### config.mk
export PLATFORM = sky130hd
export DESIGN_NAME = mfpr_top
export DESIGN_NICKNAME = d
export VERILOG_FILES = /design/src/logic/mfpr_pkg.sv /design/src/logic/mfpr_term_mux.sv /design/src/logic/mfpr_top.sv
export VERILOG_INCLUDE_DIRS = /design/src /design/src/logic
export SDC_FILE = /design/constraint.sdc
export NUM_CORES = 1
export LEC_CHECK = 0
export ABC_AREA = 1
export BUFFER_PORTS_ARGS = -buffer_cell sky130_fd_sc_hd__buf_2
export CORE_ASPECT_RATIO = 0.9
export CORE_MARGIN = 3
export CORE_UTILIZATION = 48
export DETAILED_ROUTE_END_ITERATION = 8
export PLACE_DENSITY = 0.87
export REMOVE_ABC_BUFFERS = 1
export SETUP_SLACK_MARGIN = 0.05
export SLEW_MARGIN = 20
export SYNTH_ARGS = -nofsm -noshare
export SYNTH_HDL_FRONTEND = slang
export SYNTH_SLANG_ARGS = --single-unit
### constraint.sdc
create_clock -name sys_clk -period 1.8 [get_ports sys_clk]
set_input_delay 0.18 -clock sys_clk [delete_from_list [all_inputs] [get_ports sys_clk]]
set_output_delay 0.18 -clock sys_clk [all_outputs]
set_load 0.05 [all_outputs]
### src/logic/mfpr_params.svh
// constants for the multifunction pin routing block: offsets, fields, resets
// assumes inclusion by bare name from package and modules
`ifndef MFPR_PARAMS_SVH
`define MFPR_PARAMS_SVH

// register indices; byte address is four times the index
`define MFPR_GPO_IDX        8'h8B
`define MFPR_ROUTE_IDX      8'h8C

// reset values
`define MFPR_GPO_RST        8'h00
`define MFPR_ROUTE_RST      32'h0000_1000

// writable bits
`define MFPR_GPO_WMASK      8'h1F
`define MFPR_ROUTE_WMASK    32'h0FFF_FFFF

// select field positions and width
`define MFPR_SEL_W          4
`define MFPR_TERM6_LSB      24
`define MFPR_TERM5_LSB      20
`define MFPR_TERM4_LSB      16
`define MFPR_TERM3_LSB      12
`define MFPR_TERM2_LSB      8
`define MFPR_TERM1_LSB      4
`define MFPR_TERM0_LSB      0

// codes of interest
`define MFPR_CODE_GPI       4'h0
`define MFPR_CODE_GPO       4'h1
`define MFPR_CODE_ALT       4'h2

// per terminal: which codes drive the pin (others leave it as input)
`define MFPR_OUT_MASK6      16'hFFFE
`define MFPR_OUT_MASK5      16'hFFFA
`define MFPR_OUT_MASK4      16'hFBFA
`define MFPR_OUT_MASK3      16'hFFFE
`define MFPR_OUT_MASK2      16'hFFFE
`define MFPR_OUT_MASK1      16'hFF0E
`define MFPR_OUT_MASK0      16'hFFFE

`endif

### src/logic/mfpr_pkg.sv
// types shared by the multifunction pin routing block
// assumes mfpr_params.svh is on the include path
`include "mfpr_params.svh"

package mfpr_pkg;

   // internal functions that may be routed out to a terminal
   typedef struct packed {
      logic [15:0] irq;
      logic        clock_run;
      logic        serialized_interrupt;
      logic        pc_request;
      logic        video_port_status;
      logic        video_port_select0;
      logic        video_port_select1;
      logic        card_audio_pwm;
      logic        link_activity_led;
      logic        indicator_a1;
      logic        indicator_a2;
      logic        socket_indicator;
      logic        power_event_out;
      logic        ring_indicate_out;
      logic        test_observe_out;
      logic        pci_inta;
      logic        pci_intb;
      logic        pci_intc;
   } mfpr_func_t;

   // levels sensed on terminals configured as inputs
   typedef struct packed {
      logic [4:0] gen_input;
      logic       pc_grant;
      logic       lock_in;
   } mfpr_sense_t;

endpackage : mfpr_pkg

### src/logic/mfpr_term_mux.sv
// one multifunction terminal: 16-way selector with registered pin drive
// assumes sel and src are on sys_clk; pin wire is resolved outside
`timescale 1ns/1ns
`include "mfpr_params.svh"

module mfpr_term_mux #(
   parameter logic [15:0] OUT_MASK = 16'hFFFF
) (
   // clock and reset
   input  wire logic        sys_clk,
   input  wire logic        global_reset_n,
   // selection
   input  wire logic [3:0]  sel,
   input  wire logic [15:0] src,
   // pin
   output logic             pin_out,
   output logic             pin_oe_n
);

   logic pin_out_nxt;
   logic pin_oe_n_nxt;

   always_comb begin
      pin_out_nxt  = src[sel];
      pin_oe_n_nxt = ~OUT_MASK[sel];
   end

   // inputs and reserved codes float so the board can drive the pin
   always_ff @(posedge sys_clk or negedge global_reset_n) begin
      if (!global_reset_n) begin
         pin_out  <= 1'b0;
         pin_oe_n <= 1'b1;
      end else begin
         pin_out  <= pin_out_nxt;
         pin_oe_n <= pin_oe_n_nxt;
      end
   end

   property p_mux_follow;
      @(posedge sys_clk) disable iff (!global_reset_n)
      $stable(sel) && $stable(src) |=> (pin_out == $past(src[sel])) && (pin_oe_n == ~OUT_MASK[$past(sel)]);
   endproperty
   a_mux_follow: assert property (p_mux_follow) else $error("terminal pin does not follow its selected source");

endmodule // mfpr_term_mux

### src/logic/mfpr_top.sv
// multifunction pin routing: output data and routing registers over APB,
// seven terminal selectors, two-flop sensing of terminal inputs
// assumes an APB master on sys_clk and board logic resolving each pin
//
// Contract
// - an 8-bit output data register whose bits 4..0 set the levels for general outputs 4..0.
// - bits 7..5 of the output data register read zero and ignore writes.
// - the output data register resets to zero and is cleared only by the global reset.
// - the routing register resets to 0x00001000 and, of the two resets, only the global reset affects it.
// - the routing register can be loaded from a serial configuration ROM instead of the reset value.
// - routing bits 31..28 are read-only and read zero.
// - bits 27..24 route terminal six: reserved, clock run, then legacy interrupts 2..15.
// - bits 23..20 route terminal five among input4, output4, grant, interrupts, video, audio, LEDs, power event.
// - bits 19..16 route terminal four among input3, output3, lock, interrupts, video, audio, ring, LED, power event.
// - bits 15..12 route terminal three: reserved, serialized interrupt, then legacy interrupts 2..15.
// - bits 11..8 route terminal two among input2, output2, request, interrupts, video, audio, ring, test, power event.
// - bits 7..4 route terminal one among input1, output1, INTB, interrupts, audio, LEDs, power event.
// - bits 3..0 route terminal zero among input0, output0, INTA, interrupts, video, audio, LEDs, power event.
`timescale 1ns/1ns
`include "mfpr_params.svh"

module mfpr_top #(
   parameter int ADDR_W = 12
) (
   // clock and resets
   input  wire logic                 sys_clk,
   input  wire logic                 nrst,
   input  wire logic                 global_reset_n,
   // apb slave
   input  wire logic                 psel,
   input  wire logic                 penable,
   input  wire logic                 pwrite,
   input  wire logic [ADDR_W-1:0]    paddr,
   input  wire logic [31:0]          pwdata,
   input  wire logic [3:0]           pstrb,
   output logic [31:0]               prdata,
   output logic                      pready,
   output logic                      pslverr,
   // serial rom loader
   input  wire logic                 rom_load_valid,
   input  wire logic [31:0]          rom_load_data,
   // internal functions
   input  wire mfpr_pkg::mfpr_func_t func,
   output mfpr_pkg::mfpr_sense_t     sense,
   // terminals
   input  wire logic [6:0]           term_in,
   output logic [6:0]                term_out,
   output logic [6:0]                term_oe_n,
   // register view
   output logic [4:0]                gen_output,
   output logic [31:0]               routing
);

   localparam logic [ADDR_W-1:0] GPO_ADDR   = ADDR_W'({`MFPR_GPO_IDX, 2'b00});
   localparam logic [ADDR_W-1:0] ROUTE_ADDR = ADDR_W'({`MFPR_ROUTE_IDX, 2'b00});
   if (ADDR_W < 10) begin : g_chk
      $error("mfpr_top: ADDR_W must be at least 10");
   end
   // bus decode
   logic        setup_ph, wr_acc, hit_gpo, hit_route, wr_gpo, wr_route;

   always_comb begin
      setup_ph  = psel && !penable;
      wr_acc    = psel && penable && pwrite;
      hit_gpo   = (paddr == GPO_ADDR);
      hit_route = (paddr == ROUTE_ADDR);
      wr_gpo    = wr_acc && hit_gpo && pstrb[0];
      wr_route  = wr_acc && hit_route;
   end

   // read data is prepared in setup so the access phase answers at once
   logic [31:0] prdata_r, prdata_nxt;
   logic        pslverr_r, pslverr_nxt;

   // configuration state
   logic [7:0]  gpo_r, gpo_nxt;
   logic [31:0] route_r, route_nxt;

   always_comb begin
      prdata_nxt  = prdata_r;
      pslverr_nxt = pslverr_r;
      if (setup_ph) begin
         pslverr_nxt = !(hit_gpo || hit_route);
         if (hit_gpo) begin
            prdata_nxt = {24'h00_0000, gpo_r & `MFPR_GPO_WMASK};
         end else if (hit_route) begin
            prdata_nxt = route_r & `MFPR_ROUTE_WMASK;
         end else begin
            prdata_nxt = 32'h0000_0000;
         end
      end
   end

   always_ff @(posedge sys_clk or negedge nrst) begin
      if (!nrst) begin
         prdata_r  <= 32'h0000_0000;
         pslverr_r <= 1'b0;
      end else begin
         prdata_r  <= prdata_nxt;
         pslverr_r <= pslverr_nxt;
      end
   end

   always_comb begin
      pready  = psel && penable;
      prdata  = prdata_r;
      pslverr = pslverr_r && psel && penable;
   end

   always_comb begin
      gpo_nxt   = gpo_r;
      route_nxt = route_r;
      if (wr_gpo) begin
         gpo_nxt = pwdata[7:0] & `MFPR_GPO_WMASK;
      end
      if (wr_route) begin
         for (int i = 0; i < 4; i++) begin
            if (pstrb[i]) begin
               route_nxt[8*i +: 8] = pwdata[8*i +: 8];
            end
         end
      end
      // rom image wins over a bus write
      if (rom_load_valid) begin
         route_nxt = rom_load_data;
      end
      route_nxt = route_nxt & `MFPR_ROUTE_WMASK;
   end

   // only the global reset clears these; bus reset leaves them
   always_ff @(posedge sys_clk or negedge global_reset_n) begin
      if (!global_reset_n) begin
         gpo_r   <= `MFPR_GPO_RST;
         route_r <= `MFPR_ROUTE_RST;
      end else begin
         gpo_r   <= gpo_nxt;
         route_r <= route_nxt;
      end
   end

   always_comb begin
      gen_output = gpo_r[4:0];
      routing    = route_r;
   end

   // select fields
   logic [3:0] sel6, sel5, sel4, sel3, sel2, sel1, sel0;

   always_comb begin
      sel6 = route_r[`MFPR_TERM6_LSB +: `MFPR_SEL_W];
      sel5 = route_r[`MFPR_TERM5_LSB +: `MFPR_SEL_W];
      sel4 = route_r[`MFPR_TERM4_LSB +: `MFPR_SEL_W];
      sel3 = route_r[`MFPR_TERM3_LSB +: `MFPR_SEL_W];
      sel2 = route_r[`MFPR_TERM2_LSB +: `MFPR_SEL_W];
      sel1 = route_r[`MFPR_TERM1_LSB +: `MFPR_SEL_W];
      sel0 = route_r[`MFPR_TERM0_LSB +: `MFPR_SEL_W];
   end

   // source tables, index is the select code; input codes carry zero
   logic [15:0] src6, src5, src4, src3, src2, src1, src0;

   always_comb begin
      src6 = {func.irq[15:2], func.clock_run, 1'b0};
      src5 = {func.irq[15], func.power_event_out, func.socket_indicator, func.indicator_a1,
              func.link_activity_led, func.irq[10], func.irq[9], func.card_audio_pwm,
              func.video_port_select1, func.video_port_status, func.irq[5:3], 1'b0, gpo_r[4], 1'b0};
      src4 = {func.irq[15], func.power_event_out, func.socket_indicator, func.ring_indicate_out,
              func.irq[11], 1'b0, func.irq[9], func.card_audio_pwm,
              func.video_port_select1, func.video_port_status, func.irq[5:3], 1'b0, gpo_r[3], 1'b0};
      src3 = {func.irq[15:2], func.serialized_interrupt, 1'b0};
      src2 = {func.irq[7], func.power_event_out, func.test_observe_out, func.ring_indicate_out,
              func.pci_intc, func.irq[10], func.irq[9], func.card_audio_pwm,
              func.video_port_select0, func.video_port_status, func.irq[5:3], func.pc_request, gpo_r[2], 1'b0};
      src1 = {func.irq[15], func.power_event_out, func.indicator_a2, func.indicator_a1,
              func.irq[11:9], func.card_audio_pwm, 4'h0, func.irq[3], func.pci_intb, gpo_r[1], 1'b0};
      src0 = {func.irq[15], func.power_event_out, func.indicator_a2, func.indicator_a1,
              func.irq[11:9], func.card_audio_pwm,
              func.video_port_select0, func.video_port_status, func.irq[5:3], func.pci_inta, gpo_r[0], 1'b0};
   end

   // output codes drive, input codes float
   mfpr_term_mux #(.OUT_MASK(`MFPR_OUT_MASK6)) u_term6 (
      .sys_clk(sys_clk), .global_reset_n(global_reset_n), .sel(sel6), .src(src6),
      .pin_out(term_out[6]), .pin_oe_n(term_oe_n[6]));
   mfpr_term_mux #(.OUT_MASK(`MFPR_OUT_MASK5)) u_term5 (
      .sys_clk(sys_clk), .global_reset_n(global_reset_n), .sel(sel5), .src(src5),
      .pin_out(term_out[5]), .pin_oe_n(term_oe_n[5]));
   mfpr_term_mux #(.OUT_MASK(`MFPR_OUT_MASK4)) u_term4 (
      .sys_clk(sys_clk), .global_reset_n(global_reset_n), .sel(sel4), .src(src4),
      .pin_out(term_out[4]), .pin_oe_n(term_oe_n[4]));
   mfpr_term_mux #(.OUT_MASK(`MFPR_OUT_MASK3)) u_term3 (
      .sys_clk(sys_clk), .global_reset_n(global_reset_n), .sel(sel3), .src(src3),
      .pin_out(term_out[3]), .pin_oe_n(term_oe_n[3]));
   mfpr_term_mux #(.OUT_MASK(`MFPR_OUT_MASK2)) u_term2 (
      .sys_clk(sys_clk), .global_reset_n(global_reset_n), .sel(sel2), .src(src2),
      .pin_out(term_out[2]), .pin_oe_n(term_oe_n[2]));
   mfpr_term_mux #(.OUT_MASK(`MFPR_OUT_MASK1)) u_term1 (
      .sys_clk(sys_clk), .global_reset_n(global_reset_n), .sel(sel1), .src(src1),
      .pin_out(term_out[1]), .pin_oe_n(term_oe_n[1]));
   mfpr_term_mux #(.OUT_MASK(`MFPR_OUT_MASK0)) u_term0 (
      .sys_clk(sys_clk), .global_reset_n(global_reset_n), .sel(sel0), .src(src0),
      .pin_out(term_out[0]), .pin_oe_n(term_oe_n[0]));

   // input sensing: pins are asynchronous, two flops before any use
   logic [6:0]            meta_r, sync_r;
   mfpr_pkg::mfpr_sense_t sense_r, sense_nxt;

   always_comb begin
      sense_nxt.gen_input[0] = (sel0 == `MFPR_CODE_GPI) && sync_r[0];
      sense_nxt.gen_input[1] = (sel1 == `MFPR_CODE_GPI) && sync_r[1];
      sense_nxt.gen_input[2] = (sel2 == `MFPR_CODE_GPI) && sync_r[2];
      sense_nxt.gen_input[3] = (sel4 == `MFPR_CODE_GPI) && sync_r[4];
      sense_nxt.gen_input[4] = (sel5 == `MFPR_CODE_GPI) && sync_r[5];
      // grant and lock idle high when not routed
      sense_nxt.pc_grant     = (sel5 == `MFPR_CODE_ALT) ? sync_r[5] : 1'b1;
      sense_nxt.lock_in      = (sel4 == `MFPR_CODE_ALT) ? sync_r[4] : 1'b1;
   end

   always_ff @(posedge sys_clk or negedge nrst) begin
      if (!nrst) begin
         meta_r  <= 7'h00;
         sync_r  <= 7'h00;
         sense_r <= 7'h03;
      end else begin
         meta_r  <= term_in;
         sync_r  <= meta_r;
         sense_r <= sense_nxt;
      end
   end

   always_comb begin
      sense = sense_r;
   end

   // checks
   // write lands
   property p_gpo_write;
      @(posedge sys_clk) disable iff (!global_reset_n)
      wr_gpo |=> gen_output == $past(pwdata[4:0]);
   endproperty
   a_gpo_write: assert property (p_gpo_write) else $error("output data write not stored");
   property p_gpo_upper;
      @(posedge sys_clk) disable iff (!nrst || !global_reset_n)
      setup_ph && hit_gpo |=> prdata[31:5] == 27'h0 && pready && !pslverr;
   endproperty
   a_gpo_upper: assert property (p_gpo_upper) else $error("output data upper bits not zero");
   property p_gpo_rst;
      @(posedge sys_clk) $rose(global_reset_n) |-> gpo_r == 8'h00 && term_oe_n == 7'h7F;
   endproperty
   a_gpo_rst: assert property (p_gpo_rst) else $error("output data not cleared by global reset");
   property p_route_rst;
      @(posedge sys_clk) $rose(global_reset_n) |-> routing == 32'h0000_1000;
   endproperty
   a_route_rst: assert property (p_route_rst) else $error("routing reset value wrong");
   property p_route_keep;
      @(posedge sys_clk) disable iff (!global_reset_n)
      !nrst && !rom_load_valid |=> $stable(routing) && $stable(gen_output);
   endproperty
   a_route_keep: assert property (p_route_keep) else $error("bus reset disturbed configuration");
   property p_rom_load;
      @(posedge sys_clk) disable iff (!global_reset_n)
      rom_load_valid |=> routing == ($past(rom_load_data) & 32'h0FFF_FFFF);
   endproperty
   a_rom_load: assert property (p_rom_load) else $error("rom image not loaded");
   property p_route_top;
      @(posedge sys_clk) disable iff (!global_reset_n) routing[31:28] == 4'h0;
   endproperty
   a_route_top: assert property (p_route_top) else $error("routing top bits not zero");
   property p_t6_clock_run;
      @(posedge sys_clk) disable iff (!global_reset_n)
      (sel6 == 4'h1) [*2] |-> term_out[6] == $past(func.clock_run) && !term_oe_n[6];
   endproperty
   a_t6_clock_run: assert property (p_t6_clock_run) else $error("terminal six clock run wrong");
   property p_t5_link;
      @(posedge sys_clk) disable iff (!global_reset_n)
      (sel5 == 4'hB) [*2] |-> term_out[5] == $past(func.link_activity_led);
   endproperty
   a_t5_link: assert property (p_t5_link) else $error("terminal five link led wrong");
   property p_t4_rsvd;
      @(posedge sys_clk) disable iff (!global_reset_n) (sel4 == 4'hA) |=> term_oe_n[4];
   endproperty
   a_t4_rsvd: assert property (p_t4_rsvd) else $error("terminal four reserved code drives");
   property p_t3_irq;
      @(posedge sys_clk) disable iff (!global_reset_n)
      (sel3 == 4'hF) [*2] |-> term_out[3] == $past(func.irq[15]);
   endproperty
   a_t3_irq: assert property (p_t3_irq) else $error("terminal three interrupt 15 wrong");
   property p_t2_test;
      @(posedge sys_clk) disable iff (!global_reset_n)
      (sel2 == 4'hD) [*2] |-> term_out[2] == $past(func.test_observe_out);
   endproperty
   a_t2_test: assert property (p_t2_test) else $error("terminal two test output wrong");
   property p_t1_a2;
      @(posedge sys_clk) disable iff (!global_reset_n)
      (sel1 == 4'hD) [*2] |-> term_out[1] == $past(func.indicator_a2);
   endproperty
   a_t1_a2: assert property (p_t1_a2) else $error("terminal one indicator a2 wrong");
   property p_t0_gpo;
      @(posedge sys_clk) disable iff (!global_reset_n)
      (sel0 == 4'h1) [*2] |-> term_out[0] == $past(gpo_r[0]) && !term_oe_n[0];
   endproperty
   a_t0_gpo: assert property (p_t0_gpo) else $error("terminal zero not driven by output data");
   property p_t0_inta;
      @(posedge sys_clk) disable iff (!global_reset_n)
      (sel0 == 4'h2) [*2] |-> term_out[0] == $past(func.pci_inta);
   endproperty
   a_t0_inta: assert property (p_t0_inta) else $error("terminal zero INTA wrong");
   property p_t5_gpi;
      @(posedge sys_clk) disable iff (!global_reset_n) (sel5 == 4'h0) |=> term_oe_n[5];
   endproperty
   a_t5_gpi: assert property (p_t5_gpi) else $error("general input terminal driven");
   c_gpo_write: cover property (@(posedge sys_clk) wr_gpo);
   c_route_write: cover property (@(posedge sys_clk) wr_route && pstrb == 4'hF);
   c_rom_load: cover property (@(posedge sys_clk) rom_load_valid);
   c_unmapped: cover property (@(posedge sys_clk) pslverr);

endmodule // mfpr_top

* Word-level counts from Yosys, hierarchy flattened *
Memory sizes are Yosys's and may differ from the RTL's.
Index checks and enable logic that the tools add are counted.

storage, ports and cells
  register bits = 99
  memory bits (read-only) = 112
  output and inout bits = 92
  logic and storage cells = 112
  memories kept = 7

memory list
  name              words  bits a word  read ports  clocked after memory_dff  write ports  line                 text
  (name not given)  16     1            1           0                         0            mfpr_term_mux.sv:25  pin_oe_n_nxt = ~OUT_MASK[sel];
  (name not given)  16     1            1           0                         0            mfpr_term_mux.sv:25
  (name not given)  16     1            1           0                         0            mfpr_term_mux.sv:25
  (name not given)  16     1            1           0                         0            mfpr_term_mux.sv:25
  (name not given)  16     1            1           0                         0            mfpr_term_mux.sv:25
  (name not given)  16     1            1           0                         0            mfpr_term_mux.sv:25
  +1 memories       n/a    n/a          n/a         n/a                       n/a          n/a

cells by class
  $lt $le $gt $ge = 7
  equal/unequal tests = 4
  multiplexer cells = 31
  bitwise gates (word level) = 7
  reduce and logical (&&, ||, !) cells = 30

operators with widths
  cell                  count
  $mux 28               4
  $lt 4x5->1 const B    7
  $bmux 1 s4            7
  $eq 12x10->1 const B  2
  $mux 8                3
  $logic_not 4->1       5
  $mux 1                16
  $logic_and 1x1->1     13
  $reduce_bool 2->1     5
  $eq 4x2->1 const B    2
  $reduce_and 2->1      4
  $not 1->1             7
  $mux 4                1
  $logic_not 1->1       2
  $logic_or 1x1->1      1

* Longest topological paths before layout *
  depth in word-level cells = 5
  depth in mapped cells = 9
  depth with buffers taken out = 8

* Modules after synthesis *
Synthesis repeated with hierarchy kept, for this count alone.

unflattened totals
  cell total of the unflattened synthesis = 816
  area total of the unflattened synthesis = 5637.9 um2

by module, submodules not included
  module                       instances  cells an instance  area each (um2)  seq. area each (um2)
  mfpr_top                     1          452                3761.1           1980.6
  mfpr_term_mux (u_term0 ...)  3          53                 265.3            51.3
  mfpr_term_mux (u_term5)      1          53                 286.5            51.3
  mfpr_term_mux (u_term4)      1          53                 284.0            51.3
  mfpr_term_mux (u_term1)      1          54                 277.8            51.3
  mfpr_term_mux (u_term6)      1          45                 232.7            51.3

* Worst setup path before layout *
OpenSTA, ideal clock, no wires.

  path kind = register to register
  from = register route_r[8] (netlist: routing[8])
  to = register u_term2.pin_out
  library setup time = 0.119 ns
  data arrival time = 1.486 ns
  data required time = 1.681 ns
  path slack = 0.195 ns
  cell stages (with the launch flop) = 8
  cells stage by stage = dfrtp_1 buf_2 clkbuf_1 nand2_1 o211ai_1 nand3_1 nand3_1 nand2_1

on the way
  cells in the longest elaborated chain, start to end = 2

RTL lines
  item                           line                 text
  from (decl)                    mfpr_top.sv:77       logic [31:0] route_r, route_nxt;
  from (signal assigned)         mfpr_top.sv:134      route_r <= `MFPR_ROUTE_RST;
  from (signal assigned)         mfpr_top.sv:137      route_r <= route_nxt;
  $bmux 1 s4                     mfpr_term_mux.sv:24  pin_out_nxt = src[sel];
  $mux 1 (not written as such)   mfpr_term_mux.sv:24
  named net u_term2.pin_out_nxt  mfpr_term_mux.sv:20  logic pin_out_nxt;
  to (signal assigned)           mfpr_term_mux.sv:34  pin_out <= pin_out_nxt;
  to (decl)                      mfpr_term_mux.sv:16  output logic pin_out,

The timed path passes the listed nets, and every way through them passes these cells. The select of a mux whose other input is x is not followed.
A chain may end at the register's enable or synchronous reset.

* Worst setup path in the final report *
  from = register route_r[8] (netlist: routing[8])
  to = output port routing[8]

RTL lines
  item       line            text
  to (decl)  mfpr_top.sv:51  output logic [31:0] routing

No word-level cell between the ends.

==> reports/metrics.yaml <==
power_and_ir_drop:
  leakagePower_nw: 3.63
  powerDensity_nw_per_um2: 902
  vdd_ir_drop_max_v: 0.000489
global_route:
  grt_pass1_vias: 4917
  grt_first_pass_wirelength_um: 24600
  use_met2_pct: 40.1
  met3_usage_pct: 3.78
  busiest_layer: "met2"
  grt_max_degree: 47
  grt_overflow_total: 0
  grt_usage_pct: 25.6
  grt_util_met1_pct: 37.0
  grt_antenna_before_repair: 1
floorplan:
  num_rows: 35
  die_area_um2: 12000
  io_pins: 219
  initial_core_util_pct: 49.7
  die_w_um: 115
  core_um2: 10300
  die_h_um: 104
timing:
  max_clock_freq_mhz: 623
  hold_viol_final: 0
  tightest_slew_ns: 0.590
  setup_ws_ns: 0.195
  rsz0062_at_grt: "no"
  finClkSkew_ns: 0.00892
  setup_viol: 0
  slew_violations: 0
  period_share_pct: 89.2
  max_slew_margin_pct: 60.7
  fin_crit_ns: 1.61
worst_setup_path:
  criticalPathCategory: "register to output pin"
  r2r_start: "routing[12]"
  r2r_setup_slack_ns: 0.41
  path_delay_family: "flip-flops"
  cp-end-kind: "output pin"
  r2r-end: "u_term3.pin_out"
  required_ns: 1.62
  crit_arrival_ns: 1.43
  critPathSlowestCell: "dfrtp_1"
  ff2ff_path_depth: 7
  cp.buffers_inverters: 1
  crit_path_max_incr_delay_ns: 0.71
  path_cells: "buf_2"
  start_kind: "register"
  crit_path_max_fanout: 19
synth:
  synthFlopType: "dfrtp_1"
  async_flop_share_pct: 100
  mappedNetlistArea_um2: 5140
  synth-edff-count: 0
  yosysUniqueCellTypes: 34
  yosysSeqAreaShare_pct: 45.6
  ys_warn_count: 0
  synth-seq-cells: 93
  avgSynthCellArea_um2: 7.35
  synthCells: 699
min_path:
  hold_class: "primary input to register"
  min-delay-start: "pwdata[2]"
  hold_end: "gpo_r[2]"
  min_path_cells: 3
cells_and_area:
  regArea_um2: 2340
  fin_nets: 1007
  diodes: 0
  final_area_um2: 6500
  multi_input_area_um2: 2340
  fill_cells: 952
  drive_gt1_share_pct: 29.0
  area_growth_pct: 26.6
  layout.cells.non_filler: 1014
routing:
  final_antenna_net_count: 0
  dr.pass1.iters: 5
  wire_per_inst_um: 15.2
  drtIter0Drc: 563
  via_per_inst: 5.27
  post-route-drc-count: 0
  vias: 5339
  finalWirelength_um: 15400
clock_network:
  cts_buffers: 9
  root_buffer: "clkbuf_16"
  cts_setup_buffers: 0
  htree_num_levels: 3
  clock_latency_ns: 0.33
  clock_sinks: 93
  cts.repair.resized: 0
  clk_pin_slew_worst_paths_ns: 0.07
  clockBufferDepth: 2
  tritoncts: "yes"
placement:
  place_area_um2: 6120
  portBuffers: 198
  gp_congestion: 0.967
  placed_cells: 991
  dp_hpwl_um: 11700
  dp_worst_setup_slack_ns: 0.303
status:
  status: "complete, no violations"
flow_run:
  drv_cap: 0
==> metrics by stage <==
| step | power [mW] | hold WS, ns | setup TNS, ns | utilization (%) |
|---|---|---|---|---|
| 5_1_grt | 6.14 | 0.108 | 0 | 62.9 |
| 3_5_place_dp | 3.95 | 0.168 | 0 | 59.3 |
| 2_1_floorplan | 3.41 | -0.116 | -5.16 | - |
| 6_report | 5.87 | 0.110 | 0 | 62.9 |
| 4_1_cts | 5.88 | 0.0952 | 0 | 62.9 |
| 3_3_place_gp | 3.93 | 0.161 | 0 | 59.3 |
==> worst register-to-register path: stages, from the launching register on <==
cell,delay (ns)
dfstp_2,0.72
inv_1,0.12
nor2_1,0.10
nor2_1,0.04
o21ai_0,0.08
nand3_1,0.09
nand3_1,0.08
nand2_1,0.06
==> how the worst max path moves through the flow <==
stage                               from     endpoint  slack, ns  depth (start not counted)
after CTS                     routing[8]   routing[8]       0.22                          1
after global placement          paddr[1]  routing[11]       0.34                          9
after detailed placement        paddr[1]   prdata[26]       0.30                          6
final                         routing[8]   routing[8]       0.19                          1
after floorplan           rom_load_valid  routing[10]      -0.13                          4
after global routing          routing[8]   routing[8]       0.13                          1
==> logic make-up (layout without fill, tap and decap cells) <==
logic type / count (synthesis) / count (layout) / share of synthesized area, %
AO/OA/AOI/OAI: 90 / 90 / 9.48
buffers and inverters: 100 / 279 / 9.43
AND/OR/NAND/NOR: 415 / 415 / 35.5
flip-flops: 93 / 93 / 45.6
other: 1 / 8 / 0.0730
==> flip-flops by register name, indices dropped and copies added (netlist names), 5 cells and up <==
signal	cells
prdata	28
meta_r	5
sync_r	5
gpo_r	5
sense	7
routing	28
==> power by group <==
group | internal, mW | switching [mW]
logic | 0.428 | 1.06
registers | 2.25 | 0.198
clock network | 1.12 | 0.803
total | 3.81 | 2.06
==> metal layers <==
metal / wire length (um) / share of wire (%)
met4: 233 / 1.5
met1: 6870 / 45
met2: 7190 / 47
met3: 1080 / 7.0
met5: 13 / 0.084
==> cells in the final DEF (no fill, tap or decap), types with 2 or more instances in the layout <==
cell           Yosys  final
nor3_1             4      4
nor4_1             4      4
conb_1             1      8
or2_2              3      3
and2_1             3      3
nor2_2             3      4
inv_6              0      2
nand2_1          259    259
nand4_1            6      6
nand2_2            4      4
nand4_2            2      2
o21bai_1           2      2
buf_4             25     11
a31oi_1            2      2
dfstp_2           10     10
o21ai_1            5      5
clkbuf_16          0      9
nand3_1           98     98
o211ai_1          10     10
dfrtp_1           83     83
buf_2             12    198
inv_2              2      2
inv_1             43     43
o21ai_0           42     42
buf_12             0      2
a21oi_1           27     27
dlygate4sd3_1      0      7
nor2_1            23     22
==> cell usage after synthesis (4+ instances only) <==
cell type	count	area, um^2
o211ai_1	10	75.1
inv_1	43	161
nor3_1	4	20.0
o21ai_1	5	25.0
dfrtp_1	83	2080
a21oi_1	27	135
buf_2	12	60.1
clkbuf_1	17	63.8
buf_4	25	188
o21ai_0	42	210
nor4_1	4	25.0
nand4_1	6	37.5
dfstp_2	10	263
nor2_1	23	86.3
nand2_1	259	972
nand3_1	98	490
nand2_2	4	25.0
==> layout make-up <==
cell class | count | area share (%)
sequential | 93 | 36.0
tap | 129 | 2.48
inverter | 45 | 2.60
timing repair buffer | 218 | 18.2
clock inverter | 6 | 1.06
multi-input combinational | 513 | 36.0
clock buffer | 10 | 3.68
==> what timing repair did <==
action                                  CTS  global route
hold endpoints to repair                 61             0
hold buffers                              7             0
endpoints found under the setup margin    0             0
(Power assumes the default switching activity.)
